<file path="src/pkg/rx_cfg.svh">
// Purpose: constants of the serial receiver with error and wakeup logic
// Assumes: 250 MHz clock, registers as 32-bit words on AXI4-Lite
// Notes: sample position sixteen of a bit is held as zero
// Summary of operation
// - No logic 1 in the stop bit position sets the framing error flag.
// - Framing error sets in the same cycle as receive-full.
// - A break character, lacking a stop bit, also sets framing error.
// - Stop bit judged from three samples: one off is noise, more is framing error.
// - Resynchronise the sample counter on valid falling edges inside a character.
// - Stop sampling ends 16 ticks per preceding bit plus 10: 154 or 170.
// - Setting standby control suppresses all receiver interrupt requests while it lasts.
// - Address-mark wakeup: character with msb 1 clears standby and sets receive-full.
// - Idle wakeup: idle character clears standby without setting idle or receive-full.
// - Idle type selects counting ones after start bit or after stop bit.
// - Switching to idle wakeup on an already idle line may wake at once.
// - Character moved to buffer sets receive-full; interrupt only when enabled.
// - Idle flag sets after 10 or 11 ones; interrupt only when enabled.
// - Overrun keeps old buffer, drops new character, sets overrun flag; enable gates.
// - Noise in start, data or stop bits sets noise flag; enable gates.
// - Failed parity check sets parity error flag; enable gates interrupt.
// - Framing error requests an error interrupt only when its enable is set.
// - In wait mode the block keeps running and enabled requests still assert.
// - In wait mode registers are not accessible to the processor.
// - Stop mode halts the block, keeps registers; transfer in progress is invalid.
// - Break with clear-enable low: accesses leave flags; begun clears finish after.
// - Break with clear-enable high: flags may be cleared and stay cleared.
// - Sample clock runs at sixteen times baud; line sampled every tick.
// - Bit value is majority of samples eight to ten; disagreement flags noise.
`ifndef RX_CFG_SVH
`define RX_CFG_SVH
`define OFS_CONTROL_ONE      8'h00
`define OFS_CONTROL_TWO      8'h04
`define OFS_CONTROL_THREE    8'h08
`define OFS_STATUS_ONE       8'h0c
`define OFS_DATA             8'h10
`define OFS_BAUD             8'h14
`define CHAR_NINE            0
`define WAKE_ON_MARK         1
`define IDLE_COUNT_START_SEL 2
`define PARITY_EN            3
`define PARITY_ODD           4
`define RX_MODULE_EN         5
`define RX_FULL_IRQ_EN       0
`define LINE_IDLE_IRQ_EN     1
`define RX_STANDBY_CTL       2
`define RX_EN                3
`define R8_BIT               8
`define FLAG_FULL            0
`define FLAG_IDLE            1
`define FLAG_OVERRUN         2
`define FLAG_NOISE           3
`define FLAG_FRAMING         4
`define FLAG_PARITY          5
`define PH_FIRST             4'h1
`define PH_START_A           4'h3
`define PH_START_B           4'h5
`define PH_VERIFY            4'h7
`define PH_DECIDE            4'ha
`define PH_BIT_END           4'h0
`define PH_LATE              4'hb
`define LAST_BIT_EIGHT       4'h7
`define LAST_BIT_NINE        4'h8
`define IDLE_BITS_EIGHT      4'ha
`define IDLE_BITS_NINE       4'hb
`define ONES_MAX             4'hf
`define BAUD_RESET           16'h00ff
`define LINE_IDLE            1'b1
`define HIST_IDLE            3'h7
`define RESP_OKAY            2'h0
`define RESP_SLVERR          2'h2
`endif

</file>
<file path="src/pkg/rx_pkg.sv">
// Purpose: types of the serial receiver
// Assumes: constants live in rx_cfg.svh
// Notes: frame states are one-hot
package rx_pkg;
  typedef enum logic [3:0] {
    IDLE_S  = 4'b0001,
    START_S = 4'b0010,
    DATA_S  = 4'b0100,
    STOP_S  = 4'b1000
  } rx_state_type;
endpackage

</file>
<file path="src/pkg/sample_if.sv">
// Purpose: sample clock and synchronised line between receiver and sampler
// Assumes: one clock domain
// Notes: pinLevel is the raw asynchronous pin
`timescale 1ns/1ps
interface sample_if;
  logic        run;
  logic [15:0] divisor;
  logic        pinLevel;
  logic        tick;
  logic        lineLevel;
  modport source (input run, input divisor, input pinLevel, output tick, output lineLevel);
  modport sink   (output run, output divisor, output pinLevel, input tick, input lineLevel);
endinterface

</file>
<file path="src/core/rx_sample_clock.sv">
// Purpose: sixteen-times-baud tick and synchronised receive line
// Assumes: divisor set so that one tick every divisor+1 clocks is 16x baud
// Notes: tick is a one-cycle enable, never a clock
`timescale 1ns/1ps
`include "rx_cfg.svh"
module rx_sample_clock (
  // clock and reset
  input  wire logic clock,
  input  wire logic rst,
  // sample clock and line
  sample_if.source  smp
);
  logic [15:0] divCount_reg;
  logic [1:0]  pinSync_reg;
  logic        tick_reg;
  logic        line_reg;

  assign smp.tick      = tick_reg;
  assign smp.lineLevel = line_reg;

  // halting the divider in stop mode freezes the whole receiver
  always_ff @(posedge clock) begin
    if (rst || !smp.run) begin
      divCount_reg <= '0;
      tick_reg     <= 1'b0;
    end else if (divCount_reg >= smp.divisor) begin
      divCount_reg <= '0;
      tick_reg     <= 1'b1;
    end else begin
      divCount_reg <= divCount_reg + 16'h0001;
      tick_reg     <= 1'b0;
    end
  end

  // the first stage feeds only the second
  always_ff @(posedge clock) begin
    if (rst) begin
      pinSync_reg <= {2{`LINE_IDLE}};
      line_reg    <= `LINE_IDLE;
    end else begin
      pinSync_reg <= {pinSync_reg[0], smp.pinLevel};
      line_reg    <= pinSync_reg[1];
    end
  end
endmodule

</file>
<file path="src/core/sci_receiver_error_wakeup.sv">
// Purpose: receiver framing, noise, parity, overrun, idle and wakeup logic
// Assumes: AXI4-Lite slave, one write and one read in flight at most
// Notes: status flags clear by reading status then reading data
//
// Local design decisions: the placing of the registers and the AXI4-Lite slave port.
`timescale 1ns/1ps
`include "rx_cfg.svh"
module sci_receiver_error_wakeup
  import rx_pkg::*;
(
  // clock and reset
  input  wire logic        clock,
  input  wire logic        rst,
  // receive pin
  input  wire logic        rxPin,
  // processor mode and debug break
  input  wire logic        waitMode,
  input  wire logic        stopMode,
  input  wire logic        breakState,
  input  wire logic        breakClearEn,
  // write address
  input  wire logic        awvalid,
  output logic             awready,
  input  wire logic [7:0]  awaddr,
  // write data
  input  wire logic        wvalid,
  output logic             wready,
  input  wire logic [31:0] wdata,
  input  wire logic [3:0]  wstrb,
  // write response
  output logic             bvalid,
  input  wire logic        bready,
  output logic [1:0]       bresp,
  // read address
  input  wire logic        arvalid,
  output logic             arready,
  input  wire logic [7:0]  araddr,
  // read data
  output logic             rvalid,
  input  wire logic        rready,
  output logic [31:0]      rdata,
  output logic [1:0]       rresp,
  // interrupt requests
  output logic             rxIrq,
  output logic             errIrq
);
  logic [5:0]   control_one_reg;
  logic [3:0]   control_two_reg;
  logic [3:0]   control_three_reg;
  logic [5:0]   status_one_reg;
  logic [5:0]   armed_reg;
  logic [7:0]   rx_data_buffer;
  logic         r8_reg;
  logic [15:0]  baud_reg;
  rx_state_type state_reg;
  logic [3:0]   phase_reg;
  logic [3:0]   bitIdx_reg;
  logic [2:0]   hist_reg;
  logic [1:0]   startSmp_reg;
  logic [8:0]   shift_reg;
  logic         lastBit_reg;
  logic         noiseAcc_reg;
  logic [3:0]   oneBits_reg;
  logic         idleArmed_reg;
  logic         awHeld_reg;
  logic         wHeld_reg;
  logic [7:0]   awAddr_reg;
  logic [31:0]  wData_reg;
  logic [3:0]   wStrb_reg;

  function automatic logic maj3(input logic [2:0] s);
    return (s[0] & s[1]) | (s[0] & s[2]) | (s[1] & s[2]);
  endfunction

  function automatic logic noisy3(input logic [2:0] s);
    return (|s) & ~(&s);
  endfunction

  function automatic logic mapped(input logic [7:0] a);
    return (a == `OFS_CONTROL_ONE) || (a == `OFS_CONTROL_TWO) || (a == `OFS_CONTROL_THREE) ||
           (a == `OFS_STATUS_ONE) || (a == `OFS_DATA) || (a == `OFS_BAUD);
  endfunction

  logic       rxRun;
  logic       rxOn;
  logic       standby;
  logic       char9;
  logic       tickRun;
  logic [2:0] cur3;
  logic       vote;
  logic [3:0] phaseNow;
  logic       fall;
  logic       resync;
  logic       resyncLate;
  logic       startEnter;
  logic       dataDecide;
  logic       stopDecide;
  logic       idleDecide;
  logic       bitEnd;
  logic [8:0] recv;
  logic       msb;
  logic       wakeByMark;
  logic       acceptChar;
  logic       overrunEv;
  logic       loadEv;
  logic [3:0] idleLen;
  logic       idleHit;
  logic       idleEv;
  logic       wakeIdle;
  logic       protect;
  logic       statusRead;
  logic       dataRead;
  logic       writeGo;
  logic       wrOk;
  logic [5:0] setVec;
  logic [5:0] clrVec;
  logic [3:0] onesInc;
  logic [31:0] readWord;

  sample_if smp();

  rx_sample_clock u_sampler (
    .clock (clock),
    .rst   (rst),
    .smp   (smp)
  );

  assign rxRun        = control_one_reg[`RX_MODULE_EN] & control_two_reg[`RX_EN];
  assign rxOn         = rxRun & ~stopMode;
  assign smp.run      = rxOn;
  assign smp.divisor  = baud_reg;
  assign smp.pinLevel = rxPin;
  assign standby      = control_two_reg[`RX_STANDBY_CTL];
  assign char9        = control_one_reg[`CHAR_NINE];
  assign tickRun      = smp.tick & rxOn;
  assign cur3         = {hist_reg[1:0], smp.lineLevel};
  assign vote         = maj3(cur3);
  assign phaseNow     = phase_reg + 4'h1;
  assign fall         = hist_reg[0] & ~smp.lineLevel;

  // resync only after a decided 1, outside the majority sampling window
  assign resyncLate = (phaseNow >= `PH_LATE) || (phaseNow == `PH_BIT_END);
  assign resync     = tickRun & fall & lastBit_reg & (state_reg == DATA_S || state_reg == STOP_S) &
                      (resyncLate || (phaseNow > `PH_FIRST && phaseNow <= `PH_VERIFY));
  assign startEnter = tickRun && state_reg == IDLE_S && fall && hist_reg == `HIST_IDLE;
  assign dataDecide = tickRun && state_reg == DATA_S && phaseNow == `PH_DECIDE;
  assign stopDecide = tickRun && state_reg == STOP_S && phaseNow == `PH_DECIDE;
  assign idleDecide = tickRun && state_reg == IDLE_S && phaseNow == `PH_DECIDE;
  assign bitEnd     = tickRun && state_reg == DATA_S && (phaseNow == `PH_BIT_END || (resync && resyncLate));

  assign recv = char9 ? shift_reg : {1'b0, shift_reg[8:1]};
  assign msb  = char9 ? recv[8] : recv[7];

  // a discarded character in standby touches no flag
  assign wakeByMark = stopDecide & standby & control_one_reg[`WAKE_ON_MARK] & msb;
  assign acceptChar = stopDecide & (~standby | wakeByMark);
  assign overrunEv  = acceptChar & status_one_reg[`FLAG_FULL] & ~clrVec[`FLAG_FULL];
  assign loadEv     = acceptChar & ~overrunEv;

  assign idleLen  = char9 ? `IDLE_BITS_NINE : `IDLE_BITS_EIGHT;
  assign idleHit  = oneBits_reg >= idleLen;
  assign idleEv   = rxRun & idleHit & idleArmed_reg & ~standby;
  // no fresh idle needed, so an already idle line wakes at once
  assign wakeIdle = rxRun & standby & ~control_one_reg[`WAKE_ON_MARK] & idleHit;
  assign onesInc  = (oneBits_reg == `ONES_MAX) ? oneBits_reg : oneBits_reg + 4'h1;

  assign protect    = breakState & ~breakClearEn;
  assign statusRead = arvalid & arready & ~waitMode & (araddr == `OFS_STATUS_ONE) & ~protect;
  assign dataRead   = arvalid & arready & ~waitMode & (araddr == `OFS_DATA) & ~protect;
  assign writeGo    = awHeld_reg & wHeld_reg & ~bvalid;
  assign wrOk       = writeGo & ~waitMode & mapped(awAddr_reg);

  always_comb begin
    setVec                = '0;
    setVec[`FLAG_FULL]    = loadEv;
    setVec[`FLAG_IDLE]    = idleEv;
    setVec[`FLAG_OVERRUN] = overrunEv;
    setVec[`FLAG_NOISE]   = acceptChar & (noiseAcc_reg | noisy3(cur3));
    // a break arrives with no stop bit and lands here too
    setVec[`FLAG_FRAMING] = loadEv & ~vote;
    setVec[`FLAG_PARITY]  = loadEv & control_one_reg[`PARITY_EN] &
                            ((^recv) ^ control_one_reg[`PARITY_ODD]);
    clrVec                = dataRead ? armed_reg : '0;
  end

  always_comb begin
    readWord = '0;
    unique case (araddr)
      `OFS_CONTROL_ONE:   readWord[5:0] = control_one_reg;
      `OFS_CONTROL_TWO:   readWord[3:0] = control_two_reg;
      `OFS_CONTROL_THREE: readWord      = {23'h0, r8_reg, 4'h0, control_three_reg};
      `OFS_STATUS_ONE:    readWord[5:0] = status_one_reg;
      `OFS_DATA:          readWord[7:0] = rx_data_buffer;
      `OFS_BAUD:          readWord[15:0] = baud_reg;
      default:            readWord      = '0;
    endcase
  end

  // frame sequencer; stop mode just freezes it between ticks
  always_ff @(posedge clock) begin
    if (rst || !rxRun) begin
      state_reg  <= IDLE_S;
      phase_reg  <= `PH_BIT_END;
      bitIdx_reg <= '0;
    end else if (tickRun) begin
      phase_reg <= phaseNow;
      unique case (state_reg)
        IDLE_S: begin
          if (startEnter) begin
            state_reg <= START_S;
            phase_reg <= `PH_FIRST;
          end
        end
        START_S: begin
          if (phaseNow == `PH_VERIFY && maj3({startSmp_reg, smp.lineLevel})) begin
            state_reg <= IDLE_S;
          end else if (phaseNow == `PH_BIT_END) begin
            state_reg  <= DATA_S;
            bitIdx_reg <= '0;
          end
        end
        DATA_S: begin
          if (resync) begin
            phase_reg <= `PH_FIRST;
          end
          if (bitEnd) begin
            if (bitIdx_reg == (char9 ? `LAST_BIT_NINE : `LAST_BIT_EIGHT)) begin
              state_reg <= STOP_S;
            end else begin
              bitIdx_reg <= bitIdx_reg + 4'h1;
            end
          end
        end
        STOP_S: begin
          if (phaseNow == `PH_DECIDE) begin
            state_reg <= IDLE_S;
          end else if (resync) begin
            phase_reg <= `PH_FIRST;
          end
        end
      endcase
    end
  end

  // sample history, shift register and noise collection
  always_ff @(posedge clock) begin
    if (rst) begin
      hist_reg     <= `HIST_IDLE;
      startSmp_reg <= '0;
      shift_reg    <= '0;
      lastBit_reg  <= 1'b0;
      noiseAcc_reg <= 1'b0;
    end else if (tickRun) begin
      hist_reg <= cur3;
      if (startEnter) begin
        lastBit_reg  <= 1'b0;
        noiseAcc_reg <= 1'b0;
      end
      if (state_reg == START_S) begin
        if (phaseNow == `PH_START_A || phaseNow == `PH_START_B) begin
          startSmp_reg <= {startSmp_reg[0], smp.lineLevel};
        end
        if (phaseNow == `PH_VERIFY && (|{startSmp_reg, smp.lineLevel})) begin
          noiseAcc_reg <= 1'b1;
        end
        if (phaseNow == `PH_DECIDE && (|cur3)) begin
          noiseAcc_reg <= 1'b1;
        end
      end
      if (dataDecide) begin
        shift_reg   <= {vote, shift_reg[8:1]};
        lastBit_reg <= vote;
        if (noisy3(cur3)) begin
          noiseAcc_reg <= 1'b1;
        end
      end
      if (stopDecide) begin
        lastBit_reg <= vote;
      end
    end
  end

  // consecutive ones per bit time feed idle detection
  always_ff @(posedge clock) begin
    if (rst || !rxRun) begin
      oneBits_reg   <= '0;
      idleArmed_reg <= 1'b0;
    end else begin
      if (startEnter) begin
        oneBits_reg   <= '0;
        idleArmed_reg <= 1'b1;
      end else if (dataDecide || stopDecide) begin
        oneBits_reg <= (vote && !control_one_reg[`IDLE_COUNT_START_SEL]) ? onesInc : '0;
      end else if (idleDecide) begin
        oneBits_reg <= vote ? onesInc : '0;
      end
      if (idleHit) begin
        idleArmed_reg <= 1'b0;
      end
    end
  end

  // hardware set wins over a clear in the same cycle
  always_ff @(posedge clock) begin
    if (rst) begin
      status_one_reg <= '0;
      armed_reg      <= '0;
    end else begin
      status_one_reg <= (status_one_reg & ~clrVec) | setVec;
      if (statusRead) begin
        armed_reg <= status_one_reg;
      end else if (dataRead) begin
        armed_reg <= '0;
      end
    end
  end

  // on overrun the old character stays put
  always_ff @(posedge clock) begin
    if (rst) begin
      rx_data_buffer <= '0;
      r8_reg         <= 1'b0;
    end else if (loadEv) begin
      rx_data_buffer <= recv[7:0];
      r8_reg         <= msb;
    end
  end

  // control registers; a wakeup overrides a software write in the same cycle
  always_ff @(posedge clock) begin
    if (rst) begin
      control_one_reg   <= '0;
      control_two_reg   <= '0;
      control_three_reg <= '0;
      baud_reg          <= `BAUD_RESET;
    end else begin
      if (wrOk && wStrb_reg[0]) begin
        unique case (awAddr_reg)
          `OFS_CONTROL_ONE:   control_one_reg   <= wData_reg[5:0];
          `OFS_CONTROL_TWO:   control_two_reg   <= wData_reg[3:0];
          `OFS_CONTROL_THREE: control_three_reg <= wData_reg[3:0];
          `OFS_BAUD:          baud_reg[7:0]     <= wData_reg[7:0];
          default:            ;
        endcase
      end
      if (wrOk && wStrb_reg[1] && awAddr_reg == `OFS_BAUD) begin
        baud_reg[15:8] <= wData_reg[15:8];
      end
      if (wakeByMark || wakeIdle) begin
        control_two_reg[`RX_STANDBY_CTL] <= 1'b0;
      end
    end
  end

  // requests keep running in wait mode so they can wake the processor
  always_ff @(posedge clock) begin
    if (rst) begin
      rxIrq  <= 1'b0;
      errIrq <= 1'b0;
    end else begin
      rxIrq  <= ~standby & ((status_one_reg[`FLAG_FULL] & control_two_reg[`RX_FULL_IRQ_EN]) |
                            (status_one_reg[`FLAG_IDLE] & control_two_reg[`LINE_IDLE_IRQ_EN]));
      errIrq <= ~standby & (|(status_one_reg[`FLAG_PARITY:`FLAG_OVERRUN] & control_three_reg));
    end
  end

  // write channels are taken in either order, answered once both are held
  always_ff @(posedge clock) begin
    if (rst) begin
      awready    <= 1'b1;
      wready     <= 1'b1;
      awHeld_reg <= 1'b0;
      wHeld_reg  <= 1'b0;
      awAddr_reg <= '0;
      wData_reg  <= '0;
      wStrb_reg  <= '0;
      bvalid     <= 1'b0;
      bresp      <= `RESP_OKAY;
    end else begin
      if (awvalid && awready) begin
        awHeld_reg <= 1'b1;
        awAddr_reg <= awaddr;
        awready    <= 1'b0;
      end
      if (wvalid && wready) begin
        wHeld_reg <= 1'b1;
        wData_reg <= wdata;
        wStrb_reg <= wstrb;
        wready    <= 1'b0;
      end
      if (writeGo) begin
        awHeld_reg <= 1'b0;
        wHeld_reg  <= 1'b0;
        bvalid     <= 1'b1;
        bresp      <= wrOk ? `RESP_OKAY : `RESP_SLVERR;
      end
      if (bvalid && bready) begin
        bvalid  <= 1'b0;
        awready <= 1'b1;
        wready  <= 1'b1;
      end
    end
  end

  always_ff @(posedge clock) begin
    if (rst) begin
      arready <= 1'b1;
      rvalid  <= 1'b0;
      rdata   <= '0;
      rresp   <= `RESP_OKAY;
    end else if (arvalid && arready) begin
      arready <= 1'b0;
      rvalid  <= 1'b1;
      if (waitMode || !mapped(araddr)) begin
        rdata <= '0;
        rresp <= `RESP_SLVERR;
      end else begin
        rdata <= readWord;
        rresp <= `RESP_OKAY;
      end
    end else if (rvalid && rready) begin
      rvalid  <= 1'b0;
      arready <= 1'b1;
    end
  end

  a_framing_on_load: assert property (@(posedge clock) disable iff (rst)
    (loadEv && !vote) |=> status_one_reg[`FLAG_FRAMING])
    else $error("framing error not set for missing stop bit");
  a_framing_with_full: assert property (@(posedge clock) disable iff (rst)
    $rose(status_one_reg[`FLAG_FRAMING]) |-> status_one_reg[`FLAG_FULL] && $past(setVec[`FLAG_FULL]))
    else $error("framing error rose without receive-full");
  a_standby_quiet: assert property (@(posedge clock) disable iff (rst)
    standby |=> !rxIrq && !errIrq)
    else $error("request raised in standby");
  a_overrun_keeps: assert property (@(posedge clock) disable iff (rst)
    overrunEv |=> status_one_reg[`FLAG_OVERRUN] && $stable(rx_data_buffer))
    else $error("overrun lost flag or buffer");
  a_mark_wakes: assert property (@(posedge clock) disable iff (rst)
    wakeByMark |=> !standby && status_one_reg[`FLAG_FULL])
    else $error("address mark did not wake");
  a_idle_wake_silent: assert property (@(posedge clock) disable iff (rst)
    (wakeIdle && !status_one_reg[`FLAG_IDLE]) |=> !standby && !status_one_reg[`FLAG_IDLE])
    else $error("idle wakeup misbehaved");
  a_break_protect: assert property (@(posedge clock) disable iff (rst)
    protect |=> (($past(status_one_reg) & ~status_one_reg) == 6'h00))
    else $error("flag cleared while protected");
  a_rx_irq_gate: assert property (@(posedge clock) disable iff (rst)
    rxIrq |-> $past(status_one_reg[`FLAG_FULL] & control_two_reg[`RX_FULL_IRQ_EN]) ||
              $past(status_one_reg[`FLAG_IDLE] & control_two_reg[`LINE_IDLE_IRQ_EN]))
    else $error("receive request without enabled source");
  a_err_irq_or: assert property (@(posedge clock) disable iff (rst)
    (!standby && |(status_one_reg[`FLAG_PARITY:`FLAG_OVERRUN] & control_three_reg)) |=> errIrq)
    else $error("enabled error flag raised no request");
  a_wait_refused: assert property (@(posedge clock) disable iff (rst)
    (arvalid && arready && waitMode) |=> rvalid && rresp == `RESP_SLVERR && rdata == 32'h0)
    else $error("register read in wait mode");
endmodule

</file>
<file path="config.mk">
export PLATFORM = sky130hd
export DESIGN_NAME = sci_receiver_error_wakeup
export DESIGN_NICKNAME = d
export VERILOG_FILES = /design/src/pkg/rx_pkg.sv /design/src/pkg/sample_if.sv /design/src/core/rx_sample_clock.sv /design/src/core/sci_receiver_error_wakeup.sv
export VERILOG_INCLUDE_DIRS = /design/src /design/src/pkg
export SDC_FILE = /design/constraint.sdc
export NUM_CORES = 1
export LEC_CHECK = 0
export BUFFER_PORTS_ARGS = -buffer_cell sky130_fd_sc_hd__buf_2
export CORE_UTILIZATION = 58
export DETAILED_ROUTE_END_ITERATION = 12
export PLACE_DENSITY_LB_ADDON = 0.2
export SLEW_MARGIN = 20
export SYNTH_ARGS = -nofsm -noshare
export SYNTH_HDL_FRONTEND = slang
export SYNTH_HIERARCHICAL = 1
export SYNTH_SLANG_ARGS = --single-unit
</file>
<file path="constraint.sdc">
create_clock -name clock -period 3.1 [get_ports clock]
set_input_delay 0.62 -clock clock [delete_from_list [all_inputs] [get_ports clock]]
set_output_delay 0.62 -clock clock [all_outputs]
set_load 0.03 [all_outputs]
</file>
==> qor.csv, run 1 <==
metric,value,unit
htree_levels,4,
cts_resized,0,
cts.sinks,157,
final.period_utilization,82.0,%
hold_viol_final,0,
final_max_slew_viol_count,0,
nNetsFinal,1047,
antenna_cells,0,
path_max_fanout,19,
grt_use_total,26.6,%
final.min_clock_period,2.54,ns
cp-end-kind,flop,
synth_seq_cells,157,
async_reset_ff_share,0,%
min-delay-path-class,input port to flop,
start_util,59.4,%
die_x,118,um
cts_tree,built,
viasPerCell,5.68,
fill_cells,1134,
routed_wl,18.0,mm
synth_area_per_cell,8.70,um^2
outcome,completed,
antenna_found_initial,0,
drcViolationCount,0,
port_buffers,70,
path_clk_slew,0.07,ns
grt_max_degree,48,
grt_overflow,0,
max_slew_margin,45.2,%
yosys.area.top_type,dfxtp_1,
critPathArrivalTime,2.88,ns
die_area,14000,um^2
synth_cells,904,
netlist_area,7870,um^2
design.core.area,13200,um^2
grt_pass1_wl,29.8,mm
fmax,393,MHz
rsz0062_at_grt,false,
avgRoutedWirePerCell,15.7,um
clock_skew,0.0114,ns
die_h,118,um
cts_setup_buffers,0,
drt_iter0_drc,415,
clk_latency,0.43,ns
worst_pin_slew,0.819,ns
final_common_cell,dfxtp_1,
drv_cap,0,
ir_worst_vdd,398,uV
grt_pass1_vias,5960,
multi_input_area,4290,um^2
drive_gt1_share,17.6,%
final_cell_mix,"157 x dfxtp_1, 107 x nor2_1, 106 x nand2_1",
finish.utilization,66.9,%
synthDistinctLibCells,82,
synth_top_area_share,39.9,%
ys_warn_count,6,
num_rows,42,
dp_hpwl,12.8,mm
vias,6521,
cts_inserted_buffers,17,
holdBufCountCts,0,
placedCellCount,1115,
num_io_pins,107,
area_growth,12.5,%
place_congestion,0.874,
p_per_area,493,nW/um^2
design_area,8850,um^2
ant_nets,0,
worstPathRequired,3.43,ns
ys_top_cells_by_area,"dfxtp_1 40%, mux2i_1 7.0%, nor2_1 5.1%",
dpl_cell_area,8260,um^2
finalPower,4370,uW
firstDrtPassIters,5,
finalSetupTns,0,ns
synthFlopType,dfxtp_1,
synth_edf_count,0,
cts_root_buf,clkbuf_16,
final_cells,1148,
path_class,flop to flop,
power_leakage,0.00349,uW
ff_latch_area,3140,um^2
cts_buffer_depth,2,
seq_area_frac_synth,39.9,%
cp-start-kind,flop,
finalSetupViolations,0,
==> power by group <==
| part | switching (uW) | total [uW] | internal (uW) |
|---|---|---|---|
| clock | 887 | 2090 | 1200 |
| sequential | 28.1 | 2070 | 2050 |
| combinational | 139 | 204 | 65.0 |
| total | 1050 | 4370 | 3310 |
==> per-layer routing <==
metal / GRT usage, % / share of wire, % / wire (um)
met5: 0 / 0 / 0
met4: 8.54 / 1.3 / 238
met3: 6.08 / 5.3 / 959
met2: 41.5 / 46 / 8300
met1: 36.3 / 47 / 8530
==> cells by family (layout without fill, tap and decap cells) <==
family | count (synthesis) | in the layout | share of synthesized area, %
AO/OA/AOI/OAI | 178 | 178 | 16.3
XOR/XNOR | 28 | 28 | 3.12
adder cells (fa/ha/maj) | 25 | 25 | 3.94
buffers and inverters | 100 | 151 | 6.30
flip-flops | 157 | 157 | 39.9
multiplexers | 59 | 59 | 7.57
other | 1 | 18 | 0.0477
AND/OR/NAND/NOR | 356 | 356 | 22.8
==> critical path, cell delays in order (launching register included) <==
cell      delay (ns)
dfxtp_1         0.49
or4b_1          0.65
a21oi_1         0.19
o211ai_1        0.26
a21oi_4         0.50
nor2_1          0.10
a311oi_1        0.25
==> synth_stat cells (4+ instances only) <==
cell type / n
a211o_1: 10
a211oi_1: 12
a21o_1: 4
a21oi_1: 52
a22oi_1: 23
and2_1: 4
and3_1: 16
buf_1: 5
buf_2: 5
buf_4: 18
buf_6: 6
clkbuf_1: 35
dfxtp_1: 157
ha_1: 24
inv_1: 30
mux2_2: 4
mux2i_1: 55
nand2_1: 106
nand2b_1: 7
nand3_1: 27
nand3b_1: 7
nor2_1: 107
nor2b_1: 4
nor3_1: 22
nor3_2: 15
nor4_1: 5
o211ai_1: 6
o21a_1: 4
o21ai_0: 18
o22a_1: 4
o22ai_1: 6
or2_2: 7
xnor2_1: 18
xor2_1: 10
==> through the flow <==
step                      hold slack (ns)  setup slack [ns]
after detailed placement            0.395             0.354
final                               0.389             0.557
after global placement              0.393             0.378
after floorplan                     0.389             0.741
after global routing                0.404             0.405
after CTS                           0.376             0.538
==> path summary, 6_finish.rpt <==
| path | end | start | slack (ns) | cells after the start |
|---|---|---|---|---|
| max | rx_data_buffer[0] | state_reg[3] | 0.56 | 6 |
| min | wready | wvalid | 0.39 | 2 |
| max reg2reg | rx_data_buffer[0] | state_reg[3] | 0.56 | 6 |
| min reg2reg | u_sampler/smp.lineLevel | u_sampler/pinSync_reg[1] | 0.41 | 1 |
==> layout make-up <==
| type | count | share of cell area [%] |
|---|---|---|
| Clock buffer | 18 | 4.85 |
| Clock inverter | 14 | 1.81 |
| Inverter | 30 | 1.27 |
| Multi-Input combinational cell | 664 | 48.5 |
| Sequential cell | 157 | 35.5 |
| Tap cell | 176 | 2.49 |
| Timing Repair Buffer | 89 | 5.60 |
Power figures use the tool's default switching activity.
==> inputs of run 2 (changes only) <==
Settings changed: ABC_AREA from default to 1.
Clock period 3.1 ns to 2.4 ns, I/O delays scaled along.
==> run 2 against run 1 <==
Critical path depth grew 7; synthesized cell count increased by 28%; highest routed layer unchanged; final area grew 2.8%; largest power group unchanged; combinational power up 51%; worst setup slack got worse by 0.34 ns; final cell count up 24%; critical path type unchanged.
==> qor.csv, run 2 <==
metric,value,unit,change
outcome,completed,,unchanged
drt_iter0_drc,562,,was 415
timing.rr.end,status_one_reg[5],,was rx_data_buffer[0]
final.min_clock_period,2.18,ns,was 2.54 ns
final_cells,1427,,was 1148
cp-end-kind,flop,,unchanged
htree_levels,4,,unchanged
yosysMostFrequentCell,nand2_1,,was dfxtp_1
final.period_utilization,90.8,%,was 82.0%
cts_buffer_depth,2,,unchanged
worstPathRequired,2.76,ns,was 3.43 ns
path_clk_slew,0.07,ns,about the same
num_io_pins,107,,unchanged
grt_pass1_vias,6815,,was 5960
fmax,459,MHz,was 393 MHz
final_max_slew_viol_count,0,,unchanged
ant_nets,0,,unchanged
port_buffers,70,,unchanged
die_h,119,um,was 118 um
ir_worst_vdd,663,uV,was 398 uV
clock_skew,0.00968,ns,was 0.0114 ns
nNetsFinal,1326,,was 1047
die_x,119,um,was 118 um
rsz0062_at_grt,false,,unchanged
async_reset_ff_share,0,%,unchanged
cts.sinks,157,,unchanged
clk_latency,0.43,ns,about the same
netlist_area,7940,um^2,was 7870 um^2
synth_seq_cells,157,,unchanged
dp_hpwl,13.7,mm,was 12.8 mm
grt_max_degree,54,,was 48
ff_latch_area,3140,um^2,about the same
synthFlopType,dfxtp_1,,unchanged
synth_common_cells,"284 x nand2_1, 157 x dfxtp_1, 140 x inv_1",,"was 157 x dfxtp_1, 107 x nor2_1, 106 x nand2_1"
cts_root_buf,clkbuf_16,,unchanged
holdBufCountCts,0,,unchanged
num_rows,42,,unchanged
p_per_area,655,nW/um^2,was 493 nW/um^2
hold_viol_final,0,,unchanged
post-place-ws,0.216,ns,was 0.354 ns
cts_setup_buffers,0,,unchanged
path_class,flop to flop,,unchanged
critPathArrivalTime,2.54,ns,was 2.88 ns
drive_gt1_share,13.6,%,was 17.6%
drcViolationCount,0,,unchanged
finalSetupTns,0,ns,unchanged
min-delay-path-class,input port to flop,,unchanged
path_max_fanout,14,,was 19
synth_cells,1161,,was 904
grt_pass1_wl,32.0,mm,was 29.8 mm
start_util,59.7,%,was 59.4%
synthDistinctLibCells,45,,was 82
drv_cap,0,,unchanged
multi_input_area,4040,um^2,was 4290 um^2
placedCellCount,1395,,was 1115
firstDrtPassIters,7,,was 5
grt_use_met2,46.9,%,was 41.5%
area_growth,14.7,%,was 12.5%
worstReg2RegStart,phase_reg[1],,was state_reg[3]
cts_tree,built,,unchanged
cts_inserted_buffers,17,,unchanged
synth_edf_count,0,,unchanged
yosys.area.top_type,dfxtp_1,,unchanged
grt_busiest_layer,met2,,unchanged
crit_path_end,status_one_reg[5],,was rx_data_buffer[0]
worst_slack,0.220,ns,was 0.557 ns
grt_use_total,28.2,%,was 26.6%
reg2reg_slack,0.22,ns,was 0.56 ns
cts_resized,0,,unchanged
grt_overflow,0,,unchanged
min_from,rxPin,,was wvalid
vias,7489,,was 6521
finalSetupViolations,0,,unchanged
avgRoutedWirePerCell,13.4,um,was 15.7 um
power_leakage,0.00407,uW,was 0.00349 uW
antenna_found_initial,0,,unchanged
gr-usage-met3,5.08,%,was 6.08%
ys_top_cells_by_area,"dfxtp_1 40%, nand2_1 13%, inv_1 6.6%",,"was dfxtp_1 40%, mux2i_1 7.0%, nor2_1 5.1%"
viasPerCell,5.25,,was 5.68
routed_wl,19.1,mm,was 18.0 mm
worst_r2r_path_depth,13,,was 6
synth_area_per_cell,6.84,um^2,was 8.70 um^2
fill_cells,1174,,was 1134
synth_top_area_share,39.6,%,was 39.9%
startpoint,phase_reg[1],,was state_reg[3]
final_cell_mix,"284 x nand2_1, 156 x dfxtp_1, 139 x inv_1",,"was 157 x dfxtp_1, 107 x nor2_1, 106 x nand2_1"
seq_area_frac_synth,39.6,%,was 39.9%
design.core.area,13300,um^2,was 13200 um^2
die_area,14200,um^2,was 14000 um^2
cp-start-kind,flop,,unchanged
place_congestion,0.868,,was 0.874
final_common_cell,nand2_1,,was dfxtp_1
grt.met1_usage,37.2,%,was 36.3%
ys_warn_count,6,,unchanged
antenna_cells,0,,unchanged
==> run 2: critical path: stages (launching register included) <==
cell      delay (ns)
dfxtp_2         0.39
ha_1            0.20
nand2_1         0.10
inv_2           0.09
nor2_2          0.05
nor2_2          0.13
nand3_2         0.13
nor2_2          0.22
nand2_2         0.12
clkinv_2        0.12
nand2_2         0.19
nor2_1          0.16
nand2_1         0.07
a21oi_1         0.11
==> run 2: routing by layer <==
layer / share of wire, % / up-vias
met1: 47 / 3406
li1: - / 3849
met5: 0 / -
met2: 47 / 204
met3: 4.4 / 30
met4: 1.6 / 0
==> run 2: per-stage QoR <==
stage	cell area [um^2]	power [uW]	hold slack [ns]	utilization, %
after floorplan	8000	2970	0.389	-
after global placement	8450	3050	0.394	63.6
after detailed placement	8450	3060	0.393	63.6
after CTS	9100	5990	0.220	68.5
after global routing	9100	6150	0.224	68.5
final	9100	5960	0.234	68.5
==> run 2: area by class of cell <==
cell class / instances / share of cell area [%]
multi-input cells: 830 / 44.4
well taps: 176 / 2.42
repair buffers: 90 / 5.64
flip-flops and latches: 157 / 34.5
inverters: 142 / 5.87
clock buffers: 17 / 4.67
clock inverters: 15 / 2.43
==> run 2: kinds of logic (layout without fill, tap and decap cells) <==
| family | after synthesis | count (layout) | share of synthesized area, % |
|---|---|---|---|
| XOR/XNOR | 20 | 20 | 2.21 |
| flip-flops | 157 | 157 | 39.6 |
| AND/OR/NAND/NOR | 567 | 567 | 30.8 |
| other | 1 | 18 | 0.0473 |
| buffers and inverters | 191 | 264 | 10.2 |
| adder cells (fa/ha/maj) | 24 | 24 | 3.78 |
| multiplexers | 1 | 1 | 0.142 |
| AO/OA/AOI/OAI | 200 | 200 | 13.2 |
==> run 2: power by group <==
part / internal (uW) / leakage [uW] / total [uW] / switching [uW]
registers: 2660 / 0.00127 / 2700 / 38.9
logic: 93.0 / 0.00248 / 308 / 215
clock network: 1780 / 0.000311 / 2960 / 1180
total: 4530 / 0.00407 / 5960 / 1430
==> run 2: worst min path at each step <==
stage	end	slack, ns	cells past startpoint
6_report	u_sampler/pinSync_reg[0]	0.23	2
5_1_grt	u_sampler/pinSync_reg[0]	0.22	2
4_1_cts	u_sampler/pinSync_reg[0]	0.22	2
3_5_place_dp	u_sampler/smp.lineLevel	0.39	1
3_3_place_gp	u_sampler/pinSync_reg[1]	0.39	1
2_1_floorplan	u_sampler/pinSync_reg[1]	0.39	1
